[src/hdl/pot_front_end_consts.vh]
// Constants for the serial potentiometer front end.
// Assumes a single 40 MHz system clock and a sampled serial host link.
`ifndef POT_FRONT_END_CONSTS_VH
`define POT_FRONT_END_CONSTS_VH

// Register geometry
`define WIPER_W 6
`define TAP_COUNT 64
`define SLOT_COUNT 4
`define SLOT_IDX_W 2
`define SLOT_RESET_VALUE 6'h00

// Frame layout: one command byte, then one data byte
`define BYTE_W 8
`define BIT_CNT_W 5
`define CMD_DONE_BITS 5'h08
`define FRAME_DONE_BITS 5'h10

// Command byte: opcode in bits 7:5, slot index in bits 1:0
`define OP_MSB 7
`define OP_LSB 5
`define OP_RD_WIPER 3'h0
`define OP_WR_WIPER 3'h1
`define OP_RD_SLOT 3'h2
`define OP_WR_SLOT 3'h3
`define OP_RD_STATUS 3'h4
`define OP_SLOT_TO_WIPER 3'h5
`define OP_WIPER_TO_SLOT 3'h6
`define SLOT_MSB 1
`define SLOT_LSB 0

// Synchronised pin vector positions
`define PIN_CS 0
`define PIN_SCK 1
`define PIN_SI 2
`define PIN_WP 3
`define PIN_COUNT 4

// Nonvolatile store time
`define CLK_FREQ_MHZ 40
`define STORE_TIME_US 10000
`define STORE_CYCLES (`STORE_TIME_US * `CLK_FREQ_MHZ)
`define STORE_CNT_W 19

`endif

[src/hdl/pot_front_end.v]
// Serial slave front end and register core of a 64-tap potentiometer.
// Assumes host pins are asynchronous to clk; sck is far slower than clk.
`include "pot_front_end_consts.vh"

module pot_front_end #(
    parameter STORE_CYCLES = `STORE_CYCLES,
    parameter [`WIPER_W-1:0] SLOT_INIT = `SLOT_RESET_VALUE
)(
    input wire clk,
    input wire nrst,
    input wire cs_n,
    input wire sck,
    input wire si,
    input wire wp_n,
    output reg so,
    output reg so_oe_n,
    output reg [`WIPER_W-1:0] wiper_position,
    output reg [`TAP_COUNT-1:0] tap_select,
    output reg store_in_progress_flag,
    output reg standby,
    output reg active
);

    localparam integer STORE_LAST_INT = STORE_CYCLES - 1;
    localparam [`STORE_CNT_W-1:0] STORE_LAST = STORE_LAST_INT[`STORE_CNT_W-1:0];

    // Store sequencer states
    localparam [1:0] NV_IDLE = 2'b00;
    localparam [1:0] NV_PEND = 2'b01;
    localparam [1:0] NV_BUSY = 2'b10;

    function [`TAP_COUNT-1:0] tap_decode;
        input [`WIPER_W-1:0] pos;
        integer k;
        begin
            for (k = 0; k < `TAP_COUNT; k = k + 1)
                tap_decode[k] = (pos == k[`WIPER_W-1:0]);
        end
    endfunction

    // Stored slots are not touched by reset: they model nonvolatile cells
    reg [`WIPER_W-1:0] stored_setting_registers [0:`SLOT_COUNT-1];
    integer i;
    initial
    begin
        for (i = 0; i < `SLOT_COUNT; i = i + 1)
            stored_setting_registers[i] = SLOT_INIT;
    end

    reg [`PIN_COUNT-1:0] sync1_reg;
    reg [`PIN_COUNT-1:0] sync2_reg;
    reg [`PIN_COUNT-1:0] sync3_reg;
    reg [`PIN_COUNT-1:0] pin_reg;
    wire [`PIN_COUNT-1:0] pin_next;
    wire [`PIN_COUNT-1:0] agree;

    reg [`WIPER_W-1:0] wiper_position_register;
    reg recall_reg;
    reg armed_reg;
    reg [`BIT_CNT_W-1:0] bit_cnt_reg;
    reg [`BYTE_W-1:0] cmd_reg;
    reg [`BYTE_W-1:0] rx_reg;
    reg [`BYTE_W-1:0] tx_reg;
    reg read_phase_reg;
    reg [1:0] nv_state_reg;
    reg [1:0] nv_state_next;
    reg [`SLOT_IDX_W-1:0] pend_slot_reg;
    reg [`WIPER_W-1:0] pend_data_reg;
    reg [`STORE_CNT_W-1:0] store_cnt_reg;

    genvar g;
    generate
        for (g = 0; g < `PIN_COUNT; g = g + 1)
        begin : pin_filter
            // A change counts only once the second and third stages agree;
            // a one-stage glitch never reaches the frame logic
            assign agree[g] = ~(sync2_reg[g] ^ sync3_reg[g]);
            assign pin_next[g] = agree[g] ? sync3_reg[g] : pin_reg[g];
        end
    endgenerate

    wire cs_fall = pin_reg[`PIN_CS] & ~pin_next[`PIN_CS];
    wire cs_rise = ~pin_reg[`PIN_CS] & pin_next[`PIN_CS];
    wire sck_rise = ~pin_reg[`PIN_SCK] & pin_next[`PIN_SCK];
    wire sck_fall = pin_reg[`PIN_SCK] & ~pin_next[`PIN_SCK];
    wire selected = armed_reg & ~pin_reg[`PIN_CS];

    wire [`BYTE_W-1:0] rx_shift = {rx_reg[`BYTE_W-2:0], pin_next[`PIN_SI]};
    wire [2:0] op = cmd_reg[`OP_MSB:`OP_LSB];
    wire [2:0] op_now = rx_shift[`OP_MSB:`OP_LSB];
    wire [`SLOT_IDX_W-1:0] slot_now = rx_shift[`SLOT_MSB:`SLOT_LSB];
    wire [`SLOT_IDX_W-1:0] slot = cmd_reg[`SLOT_MSB:`SLOT_LSB];
    wire nv_allowed = pin_reg[`PIN_WP] & (nv_state_reg == NV_IDLE);
    wire store_done = (nv_state_reg == NV_BUSY) & (store_cnt_reg == STORE_LAST);
    wire cmd_end = selected & sck_rise & (bit_cnt_reg == `CMD_DONE_BITS - 5'h01);
    wire data_end = selected & sck_rise & (bit_cnt_reg == `FRAME_DONE_BITS - 5'h01);
    // Both slot-changing commands funnel into one request for the sequencer
    wire nv_req = nv_allowed & ((cmd_end & (op_now == `OP_WIPER_TO_SLOT)) |
        (data_end & (op == `OP_WR_SLOT)));

    always @(posedge clk)
    begin
        if (!nrst)
        begin
            sync1_reg <= {`PIN_COUNT{1'b0}};
            sync2_reg <= {`PIN_COUNT{1'b0}};
            sync3_reg <= {`PIN_COUNT{1'b0}};
            pin_reg <= {`PIN_COUNT{1'b0}};
        end
        else
        begin
            sync1_reg <= {wp_n, si, sck, cs_n};
            sync2_reg <= sync1_reg;
            sync3_reg <= sync2_reg;
            pin_reg <= pin_next;
        end
    end

    // Nonvolatile slot update lands at the end of the store time
    always @(posedge clk)
    begin
        if (nrst && store_done)
            stored_setting_registers[pend_slot_reg] <= pend_data_reg;
    end

    always @(posedge clk)
    begin
        if (!nrst)
        begin
            wiper_position_register <= {`WIPER_W{1'b0}};
            recall_reg <= 1'b1;
            armed_reg <= 1'b0;
            bit_cnt_reg <= {`BIT_CNT_W{1'b0}};
            cmd_reg <= {`BYTE_W{1'b0}};
            rx_reg <= {`BYTE_W{1'b0}};
            tx_reg <= {`BYTE_W{1'b0}};
            read_phase_reg <= 1'b0;
            pend_slot_reg <= {`SLOT_IDX_W{1'b0}};
            pend_data_reg <= {`WIPER_W{1'b0}};
            so <= 1'b0;
            so_oe_n <= 1'b1;
        end
        else
        begin
            recall_reg <= 1'b0;
            if (recall_reg)
                wiper_position_register <= stored_setting_registers[0];
            // Reset leaves the select level low, so a select held low through
            // power-up must first go high before a frame can open
            if (cs_fall)
                armed_reg <= 1'b1;
            if (pin_reg[`PIN_CS] || !armed_reg)
            begin
                bit_cnt_reg <= {`BIT_CNT_W{1'b0}};
                read_phase_reg <= 1'b0;
                so_oe_n <= 1'b1;
            end
            else if (sck_rise)
            begin
                rx_reg <= rx_shift;
                if (bit_cnt_reg != `FRAME_DONE_BITS)
                    bit_cnt_reg <= bit_cnt_reg + 5'h01;
                if (bit_cnt_reg == `CMD_DONE_BITS - 5'h01)
                begin
                    cmd_reg <= rx_shift;
                    read_phase_reg <= 1'b0;
                    case (op_now)
                        `OP_RD_WIPER:
                        begin
                            tx_reg <= {2'b00, wiper_position_register};
                            read_phase_reg <= 1'b1;
                        end
                        `OP_RD_SLOT:
                        begin
                            tx_reg <= {2'b00, stored_setting_registers[slot_now]};
                            read_phase_reg <= 1'b1;
                        end
                        `OP_RD_STATUS:
                        begin
                            tx_reg <= {7'h00, store_in_progress_flag};
                            read_phase_reg <= 1'b1;
                        end
                        `OP_SLOT_TO_WIPER:
                            wiper_position_register <= stored_setting_registers[slot_now];
                        `OP_WIPER_TO_SLOT:
                        begin
                            if (nv_allowed)
                            begin
                                pend_slot_reg <= slot_now;
                                pend_data_reg <= wiper_position_register;
                            end
                        end
                        default:
                            tx_reg <= {`BYTE_W{1'b0}};
                    endcase
                end
                else if (bit_cnt_reg == `FRAME_DONE_BITS - 5'h01)
                begin
                    case (op)
                        `OP_WR_WIPER:
                            wiper_position_register <= rx_shift[`WIPER_W-1:0];
                        `OP_WR_SLOT:
                        begin
                            if (nv_allowed)
                            begin
                                pend_slot_reg <= slot;
                                pend_data_reg <= rx_shift[`WIPER_W-1:0];
                            end
                        end
                        default:
                            cmd_reg <= cmd_reg;
                    endcase
                end
            end
            else if (sck_fall && read_phase_reg)
            begin
                // Bits beyond the data byte shift out as zero
                so <= tx_reg[`BYTE_W-1];
                tx_reg <= {tx_reg[`BYTE_W-2:0], 1'b0};
                so_oe_n <= 1'b0;
            end
        end
    end

    // Only a complete write sequence arms the store; a frame cut short before its last
    // command bit (wiper to slot) or last data bit (slot write) never reaches the pending state. Deselecting never stops a running store.
    always @*
    begin
        nv_state_next = nv_state_reg;
        case (nv_state_reg)
            NV_IDLE:
            begin
                // Select rising on the edge of the last bit still starts it
                if (nv_req && cs_rise)
                    nv_state_next = NV_BUSY;
                else if (nv_req)
                    nv_state_next = NV_PEND;
            end
            NV_PEND:
            begin
                if (cs_rise)
                    nv_state_next = NV_BUSY;
            end
            NV_BUSY:
            begin
                if (store_done)
                    nv_state_next = NV_IDLE;
            end
            default:
                nv_state_next = NV_IDLE;
        endcase
    end

    always @(posedge clk)
    begin
        if (!nrst)
        begin
            nv_state_reg <= NV_IDLE;
            store_cnt_reg <= {`STORE_CNT_W{1'b0}};
            store_in_progress_flag <= 1'b0;
        end
        else
        begin
            nv_state_reg <= nv_state_next;
            // The counter runs only while busy, so every store starts from zero
            if (nv_state_reg == NV_BUSY)
                store_cnt_reg <= store_cnt_reg + {{(`STORE_CNT_W-1){1'b0}}, 1'b1};
            else
                store_cnt_reg <= {`STORE_CNT_W{1'b0}};
            store_in_progress_flag <= (nv_state_next == NV_BUSY);
        end
    end

    // Outputs are registered one cycle behind the core state
    always @(posedge clk)
    begin
        if (!nrst)
        begin
            wiper_position <= {`WIPER_W{1'b0}};
            tap_select <= {`TAP_COUNT{1'b0}};
            standby <= 1'b0;
            active <= 1'b0;
        end
        else
        begin
            wiper_position <= wiper_position_register;
            tap_select <= tap_decode(wiper_position_register);
            standby <= ~selected & (nv_state_reg == NV_IDLE);
            active <= selected;
        end
    end

endmodule

[config.mk]
export PLATFORM = sky130hd
export DESIGN_NAME = pot_front_end
export DESIGN_NICKNAME = d
export VERILOG_FILES = /design/src/hdl/pot_front_end.v
export VERILOG_INCLUDE_DIRS = /design/src /design/src/hdl
export SDC_FILE = /design/constraint.sdc
export NUM_CORES = 1
export LEC_CHECK = 0
export BUFFER_PORTS_ARGS = -buffer_cell sky130_fd_sc_hd__buf_2
export CAP_MARGIN = 20
export CORE_MARGIN = 2
export CORE_UTILIZATION = 32
export CTS_BUF_LIST = sky130_fd_sc_hd__clkbuf_16
export CTS_CLUSTER_DIAMETER = 40
export DETAILED_ROUTE_END_ITERATION = 16
export GPL_ROUTABILITY_DRIVEN = 0
export HOLD_SLACK_MARGIN = 0.02
export SLEW_MARGIN = 20
export SYNTH_ARGS = -nofsm -noshare
export SYNTH_HDL_FRONTEND = slang
export SYNTH_SLANG_ARGS = --single-unit
export TNS_END_PERCENT = 5
[constraint.sdc]
create_clock -name clk -period 4.68 [get_ports clk]
set_input_delay 0.936 -clock clk [delete_from_list [all_inputs] [get_ports clk]]
set_output_delay 0.936 -clock clk [all_outputs]
set_load 0.01 [all_outputs]
; Word level (Yosys, flattened, before mapping)
; Memories as Yosys holds them, arrays and structs flattened.
; Cells that the tools add are included.
; W data, S select, Z words.
[totals]
elab_cells = 193
reg_bits = 157
output_inout_bits = 75
mem_count = 1
in_bits = 6
ram_bits = 24
[classes]
reduce_logical = 23
bitwise = 27
n_eq_ne = 81
n_addsub = 2
n_mux = 35
[memory_table]
columns = memory, depth, width, read_ports, rd_clocked_by_memory_dff, write_ports, line
row1 = stored_setting_registers, 4, 6, 2, 0, 1, pot_front_end.v:42  ; reg [`WIPER_W-1:0] stored_setting_registers [0:`SLOT_COUNT-1];
[op_table]
columns = cell, n
row1 = $eq A6 B6 Y1 const B, 32
row2 = $eq A6 B5 Y1 const B, 16
row3 = $mux W6, 13
row4 = $eq A6 B4 Y1 const B, 8
row5 = $pmux W8 S4, 1
row6 = $eq A6 B3 Y1 const B, 4
row7 = $mux W8, 3
row8 = $mux W2, 10
row9 = $add A19 B1 Y19 const B, 1
row10 = $eq A19 B19 Y1 const B, 1
row11 = $and A1 B1 Y1, 14
row12 = $eq A6 B2 Y1 const B, 2
row13 = $reduce_and A2 Y1, 5
row14 = $eq A3 B3 Y1 const B, 3
row15 = $not A1 Y1, 8
row16 = $mux W1, 7
row17 = $reduce_and A7 Y1, 1
row18 = $eq A3 B2 Y1 const B, 2
row19 = $eq A6 B1 Y1 const B, 1
row20 = $logic_not A6 Y1, 1
row21 = $ne A2 B2 Y1 const B, 3
row22 = $pmux W2 S3, 1
row23 = $reduce_and A3 Y1, 2
row24 = $reduce_bool A2 Y1, 3
row25 = other kinds (18), 26

; Longest topological paths before layout
[depth]
word_depth = 12
mapped_depth = 9
mapped_depth_nobuf = 8

; Worst setup path after synthesis
; Ideal clock, no wire load.
[synth_path]
kind = input -> register
startpoint = in nrst
endpoint = mem stored_setting_registers[0][0] (netlist name) (enable)
stages = 4
path_slack_ns = 2.003
path_buffers = 1
setup_time_ns = 0.377
t_arrival_ns = 2.300
required_time_ns = 4.303
cell_sequence = clkbuf_1 nand3_1 or3_1 nor3_1
[synth_between]
elab_chain_cells = 3
[synth_lines]
columns = element, line
row1 = from (decl), pot_front_end.v:10  ; input wire nrst,
row2 = $logic_and A1 B1 Y1, pot_front_end.v:122  ; if (nrst && store_done)
row3 = $mux W1, pot_front_end.v:122
row4 = $mux W1 (not written as such), pot_front_end.v:123  ; stored_setting_registers[pend_slot_reg] <= pend_data_reg;
row5 = to (decl), pot_front_end.v:42
; Every way passes these cells.

; Worst setup path after layout
[layout_path]
startpoint = in nrst
endpoint = mem stored_setting_registers[1][0] (netlist name) (enable)
; The elaborated chain is that of the path after synthesis.

==> results by group <==
Yosys
  – Number of synthesized flops with an enable pin: 24
  – Netlist cell types: 60
  – Avg Inst Size Synth: ~10 sq um
  – Largest family of logic cells by synthesized area: simple AND/OR/NAND/NOR gates
  – Xor/xnor share of the synthesized area: 0.0266
  – Dominant cell type by area after synthesis: dfxtp_1
  – Area contributors post-synth: dfxtp_1 47%, edfxtp_1 11%, nor2_1 6.8%
  – Simple-Gate Fraction of Synth Area: 0.219
  – Dominant synthesized flop cell: dfxtp_1
  – Post-synthesis compound-gate area fraction: 0.0757
  – Post-Synthesis Cells: roughly 660
  – Mapped Nets: 671
  – Synthesized area: approximately 6600 sq um
  – Yosys warns: 0
  – Post-synthesis adder-cell area fraction: 0.00911
  – Register bit total from synthesis: roughly 180
  – Share of the synthesized area in the top cell type: 0.468
  – Seq/Total Area, Yosys: 0.577
  – FFs w/ async S/R, synth: 0
  – Mux share of post-synthesis cell area: 0.0520

Detailed routing
  – Pre-antenna DRT Iters: 5
  – Drc violations: 0
  – Routed Antenna Nets: 0
  – DR WL/cell: approximately 14 um
  – Iter 0 DRT Violations: 251
  – Via density: 4.62
  – Post-Route WL: between 10000 and 15000 um
  – Via count: between 4000 and 5000

CTS
  – Clock Latency Late Sink: roughly 0.44 ns
  – CTS tree: yes
  – CTS clk-pin slew, worst paths: around 0.070 ns
  – Post-CTS setup buffers: 0
  – Clk buf depth: 2
  – # resized after CTS: 0
  – Clk Tree Root Cell: clkbuf_16
  – H-tree depth: 4
  – Cts hold-fix bufs: 0
  – Clock Sinks: approximately 180
  – TritonCTS Buffers: 17

STA
  – Slew Limit Fails: 0
  – Fin crit share: 0.614
  – Maximum clock frequency: approximately 350 MHz
  – Final setup TNS: 0 ns
  – Max-Slew Margin vs Limit: 0.328
  – Period minus WS final: 2.87 ns
  – Worst-margin pin slew: between 1 and 1.5 ns
  – RSZ-0062 raised after global routing: no
  – Worst hold slack: ~0.44 ns
  – Final setup viols: 0
  – Fin. Hold Viols: 0
  – Final Skew: approximately 0.0094 ns

Floorplanning
  – Io pins: a little over 80
  – Core Rows: 52
  – Initial Utilization: 0.326
  – Core Area: between 20000 and 25000 sq um
  – Die Width: around 150 um
  – Die Y: about 150 um
  – Die area: ~22000 sq um

Setup path
  – Critical path origin: nrst
  – Max stage delay on crit path: 0.67 ns
  – Data arrival time of the critical path: roughly 3 ns
  – Crit start category: input pin
  – R2R Setup Slk: 2.05 ns
  – CP required: between 4 and 5 ns
  – Worst Setup End Kind: flip-flop
  – RR Endpoint: stored_setting_registers[1][0]
  – Worst r2r src: nv_state_reg[0]
  – Critical path buffers and inverters: 1
  – Worst path slowest cell: nor3_1
  – Reg2Reg Depth: 4
  – Crit Path Class: in2reg
  – Crit Path Max Fanout: 20
  – Delay-heaviest family, CP: simple AND/OR/NAND/NOR gates
  – Cell Chain, Critical Path: buf_2, nand3_1, or3_1, nor3_1

Global routing
  – Vias in the first global route: between 4000 and 5000
  – Largest net degree at the start of global routing: 40
  – GRT Total Usage: 0.135
  – Global-route wire length before repair: between 20000 and 25000 um
  – Gr ovfl total: 0
  – Initial antenna violation count: 0

Hold path
  – Hold endpoint: sync2_reg[2]
  – Hold crit path type: reg2reg
  – Worst hold stages: 1
  – Hold Path Origin: sync1_reg[2]

Finish
  – Reg area: between 3000 and 4000 sq um
  – Fill count: around 2000
  – Area of the multi-input gates: approximately 2500 sq um
  – Design area: slightly below 8000 sq um
  – Ant diodes: 0
  – Largest register FFs: 64
  – Nets@finish: 734
  – Synth-to-Final Area Change: 17.7%
  – Share of cells above drive strength 1: 0.178
  – Final cell count without fillers: 1007

Place
  – # placed instances: 975
  – PortBufs: 80
  – Post-DP HPWL: about 9700 um
  – Placed Area: between 7000 and 8000 sq um

Power
  – PwrDens: around 400 nW/um^2
  – VDD IR max: about 0.25 mV
  – Leakage: between 3 and 4 nW

Job
  – Max Cap Viol: 0

Outcome
  – Status: completed
[cell usage after synthesis (7+ instances only)]
library cell,n
nor3_1,8
o21ai_0,9
edfxtp_1,24
nand3_1,17
nand2_1,82
nand3b_1,7
a21oi_1,30
nor2_1,120
and2_1,21
nand4_1,8
inv_1,11
mux2i_1,32
dfxtp_1,154
clkbuf_1,24
xor2_1,10
xnor2_1,10
[worst max-delay path by stage]
stage,end,cells past startpoint,slack [ns]
after floorplan,stored_setting_registers[0][0],4,2.00
after global placement,stored_setting_registers[3][1],4,1.35
after detailed placement,stored_setting_registers[3][2],4,1.30
after CTS,stored_setting_registers[3][0],4,1.77
after global routing,stored_setting_registers[3][0],4,1.55
final,stored_setting_registers[1][0],4,1.81
[cell type report]
cell class              count  share of cell area
well taps                 270              0.0435
clock buffers              17              0.0548
inverters                  12             0.00645
multi-input cells         433               0.325
repair buffers             82              0.0535
clock inverters            15              0.0266
flip-flops and latches    178               0.490
[report_power, final]
group / internal (mW) / switching (mW) / total (mW)
clock: 0.736 / 0.718 / 1.45
sequential: 1.55 / 0.0129 / 1.57
combinational: 0.0193 / 0.0386 / 0.0579
total: 2.31 / 0.769 / 3.08
[metrics by stage]
stage | total power, mW | setup WS, ns | util
3_5_place_dp | 1.66 | 1.30 | 0.352
6_report | 3.08 | 1.81 | 0.383
4_1_cts | 3.10 | 1.77 | 0.383
3_3_place_gp | 1.66 | 1.35 | 0.352
5_1_grt | 3.18 | 1.55 | 0.383
2_1_floorplan | 1.64 | 2.00 | -
[routing by layer]
layer / share of wire / global-route usage / wire (um) / vias up
li1: - / - / - / 2375
met1: 0.48 / 0.176 / 6840 / 2128
met2: 0.45 / 0.211 / 6430 / 129
met3: 0.055 / 0.0377 / 787 / 20
met4: 0.021 / 0.0577 / 304 / 0
met5: 0 / 0 / 0 / -
[cells in the final DEF, fill, tap and decap left out, types with 3 or more instances in the layout]
cell       instances
o21ai_0            9
nand3_1           17
inv_8              3
nor3_1             8
nor4_1             3
clkbuf_16         17
nand3b_1           7
mux2i_1           32
clkinv_8           8
buf_2             80
xnor2_1           10
a21oi_1           30
nor2_1           120
ha_1               4
or3_1              4
a22oi_1            6
o221ai_1           6
nand4_1            8
and4_1             3
dfxtp_1          154
a211oi_2           4
nor2b_1            5
nand2_1           82
and2_1            21
nand2b_1           3
inv_1             11
xor2_1            10
a221oi_1           6
edfxtp_1          24
[logic make-up after synthesis]
family | count (synthesis)
simple gates | 302
xor+xnor | 20
fa+ha+maj | 5
flops | 178
buf+inv | 50
mux | 33
compound gates | 73
No activity file was read; power rests on OpenSTA's default activity.
